===== config.mk =====
export PLATFORM = sky130hd
export DESIGN_NAME = rccs_channel
export DESIGN_NICKNAME = d
export VERILOG_FILES = /design/src/rccs_pkg.sv /design/src/rccs_sync.sv /design/src/rccs_flag.sv /design/src/rccs_channel.sv
export VERILOG_INCLUDE_DIRS = /design/src
export SDC_FILE = /design/constraint.sdc
export NUM_CORES = 1
export LEC_CHECK = 0
export BUFFER_PORTS_ARGS = -buffer_cell sky130_fd_sc_hd__buf_2
export CAP_MARGIN = 30
export CORE_MARGIN = 2
export CORE_UTILIZATION = 52
export CTS_CLUSTER_SIZE = 20
export DETAILED_ROUTE_END_ITERATION = 7
export GPL_ROUTABILITY_DRIVEN = 0
export PLACE_DENSITY_LB_ADDON = 0.05
export SYNTH_ARGS = -nofsm -noshare
export SYNTH_HDL_FRONTEND = slang
export SYNTH_SLANG_ARGS = --single-unit

===== constraint.sdc =====
create_clock -name clk_i -period 2.5 [get_ports clk_i]
set_input_delay 0.25 -clock clk_i [delete_from_list [all_inputs] [get_ports clk_i]]
set_output_delay 0.25 -clock clk_i [all_outputs]
set_load 0.01 [all_outputs]

===== src/rccs_regs.svh =====
`ifndef RCCS_REGS_SVH
`define RCCS_REGS_SVH

// ----------------------------------------
// Register byte offsets
// ----------------------------------------
`define RCCS_OFS_CTRL 12'h000
`define RCCS_OFS_STATUS 12'h004
`define RCCS_OFS_CODES 12'h008

// ----------------------------------------
// Control register fields
// ----------------------------------------
`define RCCS_CTRL_START 0
`define RCCS_CTRL_CANCEL 1
`define RCCS_CTRL_RESTART 2
`define RCCS_CTRL_REPEAT 3
`define RCCS_CTRL_FAILED 4
`define RCCS_CTRL_PRESENCE 5
`define RCCS_CTRL_ECC 6
`define RCCS_CTRL_CODE_LO 8
`define RCCS_CTRL_CODE_HI 15

// ----------------------------------------
// Status register fields
// ----------------------------------------
`define RCCS_ST_READY 0
`define RCCS_ST_ACTIVE 1
`define RCCS_ST_ERROR 2
`define RCCS_ST_ADVANCE 3
`define RCCS_ST_RESTART 4
`define RCCS_ST_TAG 5
`define RCCS_ST_ABORT 6
`define RCCS_ST_CORRECTED 7
`define RCCS_ST_BAT_DEAD 8
`define RCCS_ST_BAT_LOW 9
`define RCCS_ST_CANCELING 10

// ----------------------------------------
// Codes and reset values
// ----------------------------------------
`define RCCS_MOD_ERR_DOWN 8'h0f
`define RCCS_FN_ERR_FAILED 8'h09
`define RCCS_CMD_ADVANCE 8'h0b
`define RCCS_CODE_NONE 8'h00

`endif


===== src/rccs_pkg.sv =====
package rccs_pkg;

  // Channel operating mode
  typedef enum logic [1:0] {
    RCCS_IDLE = 2'b00,
    RCCS_RUN = 2'b01,
    RCCS_CANCEL = 2'b10,
    RCCS_RESTART = 2'b11
  } rccs_mode_t;

  // State of the channel logic, apart from the synchronisers and the sticky error and abort flags
  typedef struct packed {
    rccs_mode_t mode;
    logic [7:0] cmd_code;
    logic cmd_pulse;
    logic ready;
    logic active;
    logic last_adv;
    logic last_rst;
    logic tag_pres;
    logic corrected;
    logic bat_dead;
    logic bat_low;
    logic repeat_en;
    logic presence_en;
    logic ecc_en;
    logic mod_failed;
    logic [7:0] mod_code;
    logic [7:0] fn_code;
    logic [7:0] bus_code;
    logic ack_q;
    logic cack_q;
    logic merr_q;
    logic mdown_q;
    logic berr_q;
    logic pload_q;
    logic [31:0] prdata;
  } rccs_state_t;

endpackage


===== src/rccs_sync.sv =====
`timescale 1ns/1ps
`include "rccs_regs.svh"

module rccs_sync #(
  parameter int W = 1
) (
  // Clock and reset
  input wire logic clk_i,
  input wire logic sys_rst_i,
  // Asynchronous in, synchronous out
  input wire logic [W-1:0] async_i,
  output logic [W-1:0] sync_o
);

  typedef struct packed {
    logic [W-1:0] meta;
    logic [W-1:0] sync;
  } rccs_sync_t;

  rccs_sync_t s_r;
  rccs_sync_t s_nxt;

  // Meta stage feeds only the second stage
  always_comb begin
    s_nxt = s_r;
    s_nxt.meta = async_i;
    s_nxt.sync = s_r.meta;
  end

  // State register
  always_ff @(posedge clk_i) begin
    if (sys_rst_i) begin
      s_r <= '0;
    end else begin
      s_r <= s_nxt;
    end
  end

  assign sync_o = s_r.sync;

endmodule


===== src/rccs_flag.sv =====
`timescale 1ns/1ps

module rccs_flag (
  // Clock and reset
  input wire logic clk_i,
  input wire logic sys_rst_i,
  // Set and clear strobes
  input wire logic set_i,
  input wire logic clr_i,
  // Sticky flag
  output logic flag_o
);

  typedef struct packed {
    logic flag;
  } rccs_flag_t;

  rccs_flag_t s_r;
  rccs_flag_t s_nxt;

  // Set wins so a coinciding event is never lost
  always_comb begin
    s_nxt = s_r;
    s_nxt.flag = set_i | (s_r.flag & ~clr_i);
  end

  // State register
  always_ff @(posedge clk_i) begin
    if (sys_rst_i) begin
      s_r <= '0;
    end else begin
      s_r <= s_nxt;
    end
  end

  assign flag_o = s_r.flag;

endmodule


===== src/rccs_channel.sv =====
`timescale 1ns/1ps
`include "rccs_regs.svh"

module rccs_channel (
  // Clock and reset
  input wire logic clk_i,
  input wire logic sys_rst_i,
  // APB slave
  input wire logic psel_i,
  input wire logic penable_i,
  input wire logic pwrite_i,
  input wire logic [11:0] paddr_i,
  input wire logic [31:0] pwdata_i,
  output logic [31:0] prdata_o,
  output logic pready_o,
  output logic pslverr_o,
  // Requests toward interface module
  output logic cmd_start_o,
  output logic [7:0] cmd_code_o,
  output logic repeat_o,
  output logic cancel_req_o,
  output logic restart_req_o,
  // Answers from interface module
  input wire logic mod_ack_i,
  input wire logic mod_cancel_ack_i,
  input wire logic mod_error_i,
  input wire logic [7:0] mod_error_code_i,
  input wire logic mod_down_i,
  input wire logic bus_error_i,
  input wire logic [7:0] bus_error_code_i,
  // Tag condition from interface module
  input wire logic tag_present_i,
  input wire logic data_corrected_i,
  input wire logic dialog_battery_dead_i,
  input wire logic battery_low_i,
  // Parameter block loaded
  input wire logic param_load_i
);

  // ----------------------------------------
  // Input synchronisers
  // ----------------------------------------
  localparam int IN_W = 26;
  logic [IN_W-1:0] raw_in;
  logic [IN_W-1:0] syn_in;
  logic ack_s, cack_s, merr_s, mdown_s, berr_s, tag_s, corr_s, bdead_s, blow_s, pload_s;
  logic [7:0] mcode_s, bcode_s;

  // All module-side pins are foreign to clk_i
  assign raw_in = {mod_ack_i, mod_cancel_ack_i, mod_error_i, mod_error_code_i, mod_down_i, bus_error_i,
                   bus_error_code_i, tag_present_i, data_corrected_i, dialog_battery_dead_i,
                   battery_low_i, param_load_i};
  assign {ack_s, cack_s, merr_s, mcode_s, mdown_s, berr_s, bcode_s, tag_s, corr_s, bdead_s, blow_s,
          pload_s} = syn_in;

  rccs_sync #(.W(IN_W)) u_sync (
    .clk_i(clk_i),
    .sys_rst_i(sys_rst_i),
    .async_i(raw_in),
    .sync_o(syn_in)
  );

  // ----------------------------------------
  // State and event decode
  // ----------------------------------------
  rccs_pkg::rccs_state_t s_r;
  rccs_pkg::rccs_state_t s_nxt;
  logic wr_acc, rd_setup, ctrl_wr, addr_ok;
  logic ack_rise, cack_rise, merr_rise, mdown_rise, berr_rise, pload_rise;
  logic wr_start, wr_cancel, restart_ev, busy_cmd, start_ok;
  logic err_set, err_clr, abt_set, abt_clr;
  logic err_flag, abt_flag;

  // Bus phase and address decode
  assign wr_acc = psel_i & penable_i & pwrite_i;
  assign rd_setup = psel_i & ~penable_i & ~pwrite_i;
  assign addr_ok = (paddr_i == `RCCS_OFS_CTRL) | (paddr_i == `RCCS_OFS_STATUS) |
                   (paddr_i == `RCCS_OFS_CODES);
  assign ctrl_wr = wr_acc & (paddr_i == `RCCS_OFS_CTRL);
  // Edge detect on second synchroniser stage only
  assign ack_rise = ack_s & ~s_r.ack_q;
  assign cack_rise = cack_s & ~s_r.cack_q;
  assign merr_rise = merr_s & ~s_r.merr_q;
  assign mdown_rise = mdown_s & ~s_r.mdown_q;
  assign berr_rise = berr_s & ~s_r.berr_q;
  assign pload_rise = pload_s & ~s_r.pload_q;
  // Software requests
  assign wr_start = ctrl_wr & pwdata_i[`RCCS_CTRL_START];
  assign wr_cancel = ctrl_wr & pwdata_i[`RCCS_CTRL_CANCEL];
  assign restart_ev = (ctrl_wr & pwdata_i[`RCCS_CTRL_RESTART]) | pload_rise;
  assign busy_cmd = (s_r.mode == rccs_pkg::RCCS_RUN) | (s_r.mode == rccs_pkg::RCCS_CANCEL);
  assign start_ok = wr_start & (s_r.mode == rccs_pkg::RCCS_IDLE) & ~s_r.mod_failed & ~restart_ev &
                    ~mdown_rise;

  // ----------------------------------------
  // Next-state logic
  // ----------------------------------------
  // Events applied lowest priority first; later ones override, but an error flag set is kept over a later clear
  always_comb begin
    s_nxt = s_r;
    err_set = 1'b0;
    err_clr = 1'b0;
    abt_set = 1'b0;
    abt_clr = 1'b0;
    s_nxt.cmd_pulse = 1'b0;
    s_nxt.ack_q = ack_s;
    s_nxt.cack_q = cack_s;
    s_nxt.merr_q = merr_s;
    s_nxt.mdown_q = mdown_s;
    s_nxt.berr_q = berr_s;
    s_nxt.pload_q = pload_s;
    // Configuration writes
    if (ctrl_wr) begin
      s_nxt.repeat_en = pwdata_i[`RCCS_CTRL_REPEAT];
      s_nxt.mod_failed = pwdata_i[`RCCS_CTRL_FAILED];
      s_nxt.presence_en = pwdata_i[`RCCS_CTRL_PRESENCE];
      s_nxt.ecc_en = pwdata_i[`RCCS_CTRL_ECC];
    end
    s_nxt.tag_pres = s_r.presence_en & tag_s & (s_r.mode != rccs_pkg::RCCS_RESTART);
    s_nxt.bat_dead = bdead_s;
    s_nxt.bat_low = blow_s;
    // Mode sequencing on module answers
    case (s_r.mode)
      rccs_pkg::RCCS_IDLE: begin
        s_nxt.ready = 1'b1;
      end
      rccs_pkg::RCCS_RUN: begin
        if (ack_rise) begin
          s_nxt.mode = rccs_pkg::RCCS_IDLE;
          s_nxt.active = 1'b0;
          s_nxt.ready = 1'b1;
          s_nxt.last_adv = (s_r.cmd_code == `RCCS_CMD_ADVANCE);
          s_nxt.last_rst = 1'b0;
          s_nxt.corrected = s_r.ecc_en & corr_s;
        end
      end
      rccs_pkg::RCCS_CANCEL: begin
        if (cack_rise) begin
          s_nxt.mode = rccs_pkg::RCCS_IDLE;
          s_nxt.ready = 1'b1;
          abt_set = 1'b1;
        end
      end
      rccs_pkg::RCCS_RESTART: begin
        s_nxt.active = 1'b0;
        s_nxt.ready = 1'b0;
        if (ack_rise) begin
          s_nxt.mode = rccs_pkg::RCCS_IDLE;
          s_nxt.ready = 1'b1;
          s_nxt.last_rst = 1'b1;
          s_nxt.last_adv = 1'b0;
        end
      end
      default: begin
        s_nxt.mode = rccs_pkg::RCCS_RESTART;
      end
    endcase
    if (start_ok) begin
      s_nxt.mode = rccs_pkg::RCCS_RUN;
      s_nxt.cmd_code = pwdata_i[`RCCS_CTRL_CODE_HI:`RCCS_CTRL_CODE_LO];
      s_nxt.cmd_pulse = 1'b1;
      s_nxt.active = 1'b1;
      s_nxt.ready = 1'b0;
      s_nxt.corrected = 1'b0;
      s_nxt.mod_code = `RCCS_CODE_NONE;
      s_nxt.fn_code = `RCCS_CODE_NONE;
      s_nxt.bus_code = `RCCS_CODE_NONE;
      err_clr = 1'b1;
      abt_clr = 1'b1;
    end
    if (wr_cancel & (s_r.mode != rccs_pkg::RCCS_RESTART)) begin
      s_nxt.mode = rccs_pkg::RCCS_CANCEL;
      s_nxt.active = 1'b0;
      s_nxt.ready = 1'b0;
      s_nxt.repeat_en = 1'b0;
      s_nxt.cmd_pulse = 1'b0;
    end
    // module or bus error ends command
    if ((merr_rise | berr_rise) & busy_cmd) begin
      s_nxt.mode = rccs_pkg::RCCS_IDLE;
      s_nxt.active = 1'b0;
      s_nxt.ready = 1'b1;
      err_set = 1'b1;
      if (merr_rise) begin
        s_nxt.mod_code = mcode_s;
      end
      if (berr_rise) begin
        s_nxt.bus_code = bcode_s;
      end
    end
    // failed flag aborts with code 09
    if (s_r.mod_failed & busy_cmd) begin
      s_nxt.mode = rccs_pkg::RCCS_IDLE;
      s_nxt.active = 1'b0;
      s_nxt.ready = 1'b1;
      s_nxt.fn_code = `RCCS_FN_ERR_FAILED;
      err_set = 1'b1;
    end
    if (mdown_rise & (s_r.mode != rccs_pkg::RCCS_RESTART)) begin
      s_nxt.mode = rccs_pkg::RCCS_IDLE;
      s_nxt.active = 1'b0;
      s_nxt.ready = 1'b1;
      s_nxt.mod_code = `RCCS_MOD_ERR_DOWN;
      s_nxt.cmd_pulse = 1'b0;
      err_set = 1'b1;
    end
    if (restart_ev) begin
      s_nxt.mode = rccs_pkg::RCCS_RESTART;
      s_nxt.active = 1'b0;
      s_nxt.ready = 1'b0;
      s_nxt.repeat_en = 1'b0;
      s_nxt.cmd_pulse = 1'b0;
      s_nxt.mod_code = `RCCS_CODE_NONE;
      s_nxt.fn_code = `RCCS_CODE_NONE;
      s_nxt.bus_code = `RCCS_CODE_NONE;
      err_clr = 1'b1;
    end
    // Read data captured in setup so it is stable in access
    s_nxt.prdata = 32'h0000_0000;
    if (rd_setup & (paddr_i == `RCCS_OFS_CTRL)) begin
      s_nxt.prdata[`RCCS_CTRL_RESTART] = (s_r.mode == rccs_pkg::RCCS_RESTART);
      s_nxt.prdata[`RCCS_CTRL_REPEAT] = s_r.repeat_en;
      s_nxt.prdata[`RCCS_CTRL_FAILED] = s_r.mod_failed;
      s_nxt.prdata[`RCCS_CTRL_PRESENCE] = s_r.presence_en;
      s_nxt.prdata[`RCCS_CTRL_ECC] = s_r.ecc_en;
      s_nxt.prdata[`RCCS_CTRL_CODE_HI:`RCCS_CTRL_CODE_LO] = s_r.cmd_code;
    end else if (rd_setup & (paddr_i == `RCCS_OFS_STATUS)) begin
      s_nxt.prdata[`RCCS_ST_READY] = s_r.ready;
      s_nxt.prdata[`RCCS_ST_ACTIVE] = s_r.active;
      s_nxt.prdata[`RCCS_ST_ERROR] = err_flag;
      s_nxt.prdata[`RCCS_ST_ADVANCE] = s_r.last_adv;
      s_nxt.prdata[`RCCS_ST_RESTART] = s_r.last_rst;
      s_nxt.prdata[`RCCS_ST_TAG] = s_r.tag_pres;
      s_nxt.prdata[`RCCS_ST_ABORT] = abt_flag;
      s_nxt.prdata[`RCCS_ST_CORRECTED] = s_r.corrected;
      s_nxt.prdata[`RCCS_ST_BAT_DEAD] = s_r.bat_dead;
      s_nxt.prdata[`RCCS_ST_BAT_LOW] = s_r.bat_low;
      s_nxt.prdata[`RCCS_ST_CANCELING] = (s_r.mode == rccs_pkg::RCCS_CANCEL);
    end else if (rd_setup & (paddr_i == `RCCS_OFS_CODES)) begin
      s_nxt.prdata = {8'h00, s_r.bus_code, s_r.fn_code, s_r.mod_code};
    end
  end

  // ----------------------------------------
  // State register
  // ----------------------------------------
  // reset comes up with restart pending
  always_ff @(posedge clk_i) begin
    if (sys_rst_i) begin
      s_r <= '0;
      s_r.mode <= rccs_pkg::RCCS_RESTART;
    end else begin
      s_r <= s_nxt;
    end
  end

  // Sticky error and abort indications
  rccs_flag u_err (
    .clk_i(clk_i),
    .sys_rst_i(sys_rst_i),
    .set_i(err_set),
    .clr_i(err_clr),
    .flag_o(err_flag)
  );
  rccs_flag u_abt (
    .clk_i(clk_i),
    .sys_rst_i(sys_rst_i),
    .set_i(abt_set),
    .clr_i(abt_clr),
    .flag_o(abt_flag)
  );

  // ----------------------------------------
  // Outputs
  // ----------------------------------------
  // Zero-wait slave; unmapped offsets answer with an error
  assign pready_o = 1'b1;
  assign pslverr_o = psel_i & penable_i & ~addr_ok;
  assign prdata_o = s_r.prdata;
  assign cmd_start_o = s_r.cmd_pulse;
  assign cmd_code_o = s_r.cmd_code;
  assign repeat_o = s_r.repeat_en;
  assign cancel_req_o = (s_r.mode == rccs_pkg::RCCS_CANCEL);
  assign restart_req_o = (s_r.mode == rccs_pkg::RCCS_RESTART);
endmodule


# After elaboration in Yosys (flattened, before gate mapping)

Index checks and enable logic that the tools add are counted.

Reduce and logical (&&, ||, !) cells: 21
Bitwise gates (word level): 53
Equality and inequality tests: 13
Muxes and demuxes: 37

Operators by type and width:

| operator                                              | count |
|---|---|
| 2-to-1 mux 8 bit                                      | 5 |
| AND 1 bit                                             | 31 |
| 2-to-1 mux 24 bit                                     | 1 |
| 2-to-1 mux 2 bit                                      | 11 |
| inverter 1 bit                                        | 15 |
| != test 7 x 1 -> 1 bit (second input constant)        | 2 |
| 2-to-1 mux 13 bit                                     | 1 |
| equality test 12 x 3 -> 1 bit (second input constant) | 1 |
| equality test 12 x 4 -> 1 bit (second input constant) | 1 |
| zero test 12 bit                                      | 1 |
| 2-to-1 mux 12 bit                                     | 1 |
| 2-to-1 mux 4 bit                                      | 3 |
| 2-to-1 mux 11 bit                                     | 1 |
| 2-to-1 mux 5 bit                                      | 2 |
| 2-to-1 mux 1 bit                                      | 9 |
| OR reduction 3 bit                                    | 3 |
| equality test 8 x 4 -> 1 bit (second input constant)  | 1 |
| OR reduction 2 bit                                    | 4 |
| OR reduction 4 bit                                    | 2 |
| != test 7 x 3 -> 1 bit (second input constant)        | 1 |
| bitwise OR 1 bit                                      | 7 |
| nonzero test 7 bit                                    | 1 |
| case mux 3 bit (2 select lines)                       | 1 |
| AND reduction 2 bit                                   | 3 |
| other kinds (12)                                      | 16 |

Flip-flop bits (word level): 133
Bits of input ports: 75
Output and inout port bits: 46

# Depth between registers and ports, before layout

Depth after elaboration: 13
Gate-level depth with buffers: 7
Mapped depth without buffers: 6

# Cells and area by module

Synthesis repeated with hierarchy kept, for this count alone.

Cell total of the unflattened synthesis: 450
Area, all modules: 4528.1 um^2

By module, submodules not included:

| module       | cells each | instances | area an instance (um^2) | seq. area each (um^2) |
|---|---|---|---|---|
| rccs_channel | 333        | 1         | 3059.2                  | 1401.3 |
| rccs_sync    | 109        | 1         | 1391.3                  | 1041.0 |
| rccs_flag    | 4          | 2         | 38.8                    | 20.0 |

# Worst setup path before layout

Ideal clock, no wire load.

Path kind: input -> register
From: in paddr_i[7]
To: reg s_r (netlist bit prdata_o[7])
Stages on the path: 5
Setup slack: 465 ps
Arrival time: 1975 ps
Path through: or4_4 -> or4_4 -> nor3b_4 -> buf_6 -> a22o_1

Cells in the longest elaborated chain, start to end: 4
Elaborated cells on any way between the ends: 9
Those cells by class: eq/ne: 2; mux: 2; bitwise: 3; reduce/logical: 2

Ends and longest elaborated chain:

| item                                           | RTL line            | RTL |
|---|---|---|
| start: declaration                             | rccs_channel.sv:12  | `input wire logic [11:0] paddr_i,` |
| equality test 12 x 4 -> 1 bit (no source line) | -                   |  |
| AND 1 bit                                      | rccs_channel.sv:239 | `` end else if (rd_setup & (paddr_i == `RCCS_OFS_CODES)) begin `` |
| 2-to-1 mux 12 bit                              | rccs_channel.sv:239 |  |
| 2-to-1 mux 11 bit                              | rccs_channel.sv:227 | `` end else if (rd_setup & (paddr_i == `RCCS_OFS_STATUS)) begin `` |
| end signal: assignment                         | rccs_channel.sv:253 | `s_r <= s_nxt;` |
| end: declaration                               | rccs_channel.sv:66  | `rccs_pkg::rccs_state_t s_r;` |

Parallel ways exist; a longest one is shown, timed or not.
A chain may end at the register's enable or synchronous reset.

# Worst setup path in the final report

From: reg s_r[83] in the netlist's numbering
To: reg s_r[84] in the netlist's numbering

Cells in the longest elaborated chain, start to end: 10
Elaborated cells on any way between the ends: 25
Those cells by class: eq/ne: 6; mux: 6; bitwise: 9; reduce/logical: 4

Ends and longest elaborated chain:

| item                   | RTL line            | RTL |
|---|---|---|
| zero test 2 bit        | rccs_channel.sv:92  | `assign start_ok = wr_start & (s_r.mode == rccs_pkg::RCCS_IDLE) & ~s_r.mod_failed & ~restart_ev &` |
| AND 1 bit (4 in a row) | rccs_channel.sv:92  |  |
| 2-to-1 mux 13 bit      | rccs_channel.sv:158 | `if (start_ok) begin` |
| 2-to-1 mux 2 bit       | rccs_channel.sv:171 | `if (wr_cancel & (s_r.mode != rccs_pkg::RCCS_RESTART)) begin` |
| 2-to-1 mux 2 bit       | rccs_channel.sv:179 | `if ((merr_rise \| berr_rise) & busy_cmd) begin` |
| 2-to-1 mux 2 bit       | rccs_channel.sv:192 | `if (s_r.mod_failed & busy_cmd) begin` |
| 2-to-1 mux 2 bit       | rccs_channel.sv:199 | `if (mdown_rise & (s_r.mode != rccs_pkg::RCCS_RESTART)) begin` |

Parallel ways exist; a longest one is shown, timed or not.

==> qor.yml <==
run_status: "complete, no violations"
global_routing_usage_summed_across_all_routing_layers_pct: 19.7
routed_via_density: 5.04
netlist-cell-type-count: 50
area_share_of_the_largest_cell_type_after_synthesis_pct: 54.1
grt_remaining_overflow: 0
post_synth_instance_area_um2: 4590
critical_path.max_stage_delay_ns: 0.40
diodes: 0
tritoncts: "done"
area_of_the_die_um2: 9600
setup_violations: 0
place.detailed.hpwl_mm: 5.89
worst_ir_drop_vdd_uv: 571
fmax_ghz: 0.470
critPathMaxFanout: 9
final_instance_area_um2: 5860
io_count: 121
first_pass_grt_wire_length_mm: 15.2
grt_pass1_vias: 3187
area_delta_synth_final_pct: 27.7
finalWorstSetupSlack_ns: 0.371
async_reset_ff_share_pct: 0
grt_antenna_before_repair: 0
synth_top_area_cells: "dfxtp_1 (54%), nor2b_1 (8.9%), buf_4 (6.7%)"
worstPathCellList: "inv_1 > ha_1 > nand3b_1 > o21a_1 > nand3_1 > o311ai_0"
totalWireLength_mm: 9.19
hold_class: "in2reg"
placement.io_buffers: 94
final_layout_size_suffix_gt1_share_pct: 24.9
finClkSkew_ns: 0.00567
max-cap-violations: 0
power.density_nw_per_um2: 853
cts.htree.levels: 4
cp_data_required_time_ns: 2.87
cts_resized: 0
seq_area_frac_synth_pct: 54.1
synth_seq_cells: 124
fin_setup_tns_ns: 0
critical_path.endpoint_type: "flip-flop"
grt_start_max_net_pins: 78
number_of_enable_flip_flop_cells_after_synthesis: 0
number_of_design_rule_violations_left_after_detail_routing: 0
initial_core_util_pct: 53.2
drt_pre_antenna_iters: 4
syn-instance-count: 460
yosys.area.top_type: "dfxtp_1"
core_area_um2: 8640
detail_route.iter0.violations: 200
cts_buffer_depth: 2
critPathKind: "reg2reg"
nets: 640
worst_slew_pin_slew_ns: 0.773
slowest_stage: "dfxtp_1"
die_y_um: 98.0
drv_slew: 0
finalHoldViolations: 0
setup_slack_after_placement_ns: 0.126
wl_cell_um: 13.5
cts_sinks: 124
cts_inserted_buffers: 17
ys.warnings.count: 0
synthesis.area_per_instance_um2: 9.98
cp_data_arrival_time_ns: 2.50
cp-start-kind: "flip-flop"
ant_nets: 0
cts.root.buffer_cell: "clkbuf_8"
p_leak_nw: 2.42
clk_latency_ns: 0.50
n_fill_cell: 677
timing.slew.headroom_pct: 48.5
clk_pin_slew_ns: 0.06
timing.final.crit_share_pct: 85.1
vias: 3439
grt_setup_unrepaired: "no"
synth_top_flop_cell: "dfxtp_1"
placed_area_um2: 4910
period_minus_slack_ns: 2.13
placement_rows: 34
die_w_um: 98.0
[cell type report]
class / count / area, um^2 / area share (%)
Timing Repair Buffer: 137 / 908 / 15.5
Clock inverter: 14 / 169 / 2.88
Clock buffer: 18 / 428 / 7.30
Sequential cell: 124 / 2480 / 42.3
Inverter: 4 / 15.0 / 0.256
Tap cell: 108 / 135 / 2.30
Multi-Input combinational cell: 277 / 1730 / 29.4
[placed cells by master (no fill, tap or decap), types with 4 or more instances in the layout]
master and n:
a21oi_1 29, a221o_1 6, a22o_1 6, a31oi_1 6, and2_1 17, buf_2 94, buf_4 5, clkbuf_16 16
clkinv_2 4, conb_1 9, dfxtp_1 124, dlygate4sd3_1 36, ha_1 4, inv_1 4, nand2_1 35, nand2b_1 7
nand3_1 12, nand4_1 4, nor2_1 7, nor2b_1 65, o211ai_1 19, o21ai_1 10
[where the power goes]
group	internal, mW	leakage [nW]	switching (mW)
Combinational	0.224	1.12	0.268
Sequential	2.05	1.01	0.0361
Clock	1.55	0.291	0.876
Total	3.82	2.42	1.18
[worst paths after layout]
check / slack [ns] / start / to / depth (start not counted)
setup / recovery: 0.37 / s_r[83] / s_r[84] / 6
hold / removal: 0.02 / pwdata_i[11] / cmd_code_o[3] / 3
setup reg to reg: 0.37 / s_r[83] / s_r[84] / 6
hold reg to reg: 0.43 / u_sync.s_nxt[9] / u_sync.sync_o[9] / 1
[through the flow]
step | hold WS (ns) | util, % | power [mW] | cells
after global routing | 0.0205 | 67.9 | 5.20 | 682
after floorplan | 0.378 | - | 2.43 | 467
after detailed placement | 0.422 | 56.8 | 2.57 | 614
after CTS | 0.00279 | 67.8 | 5.02 | 681
final | 0.0185 | 67.9 | 5.00 | 682
after global placement | 0.418 | 56.8 | 2.57 | 614
[critical path, delay by kind of cell, from the launching register on]
family / cells / cell delay [ns]
AO/OA/AOI/OAI: 2 / 0.69
adder cells (fa/ha/maj): 1 / 0.40
buffers and inverters: 1 / 0.09
flip-flops: 1 / 0.40
AND/OR/NAND/NOR: 2 / 0.41
[repair_timing]
item	in CTS	in global routing
hold buffers	35	1
buffers inserted	0	0
hold endpoints to repair	35	1
[per-layer routing]
metal / vias to the layer above / wire (um) / part of all wire [%] / GRT usage [%]
met5: - / 0 / 0 / 0
met4: 0 / 114 / 1.2 / 6.62
met3: 8 / 640 / 7.0 / 6.23
met2: 117 / 4110 / 45 / 30.5
met1: 1579 / 4330 / 47 / 26.3
li1: 1735 / - / - / -
[synth_stat cells (7+ instances only)]
cell type,number
dfxtp_1,124
clkbuf_1,14
nand3_1,12
and2_1,17
nand2b_1,7
nand2_1,35
buf_4,41
o21ai_1,10
nor2_1,7
a21oi_1,29
nor2b_1,65
o211ai_1,19
[cell families (layout without fill, tap and decap cells)]
kind of cell | after synthesis | count (layout) | share of synthesized area, %
simple gates | 173 | 173 | 22.3
flops | 124 | 124 | 54.1
other cells | 2 | 9 | 0.164
fa+ha+maj | 4 | 4 | 1.09
buf+inv | 66 | 173 | 9.05
compound gates | 91 | 91 | 13.3
[registers in the layout (all words and copies together) (netlist names)]
register and count:
cmd_code_o 8, cmd_start_o 1, prdata_o 24, repeat_o 1, s_r 36, u_abt.flag_o 1, u_err.flag_o 1, u_sync.s_nxt 26
u_sync.sync_o 26
(Power assumes the default switching activity.)
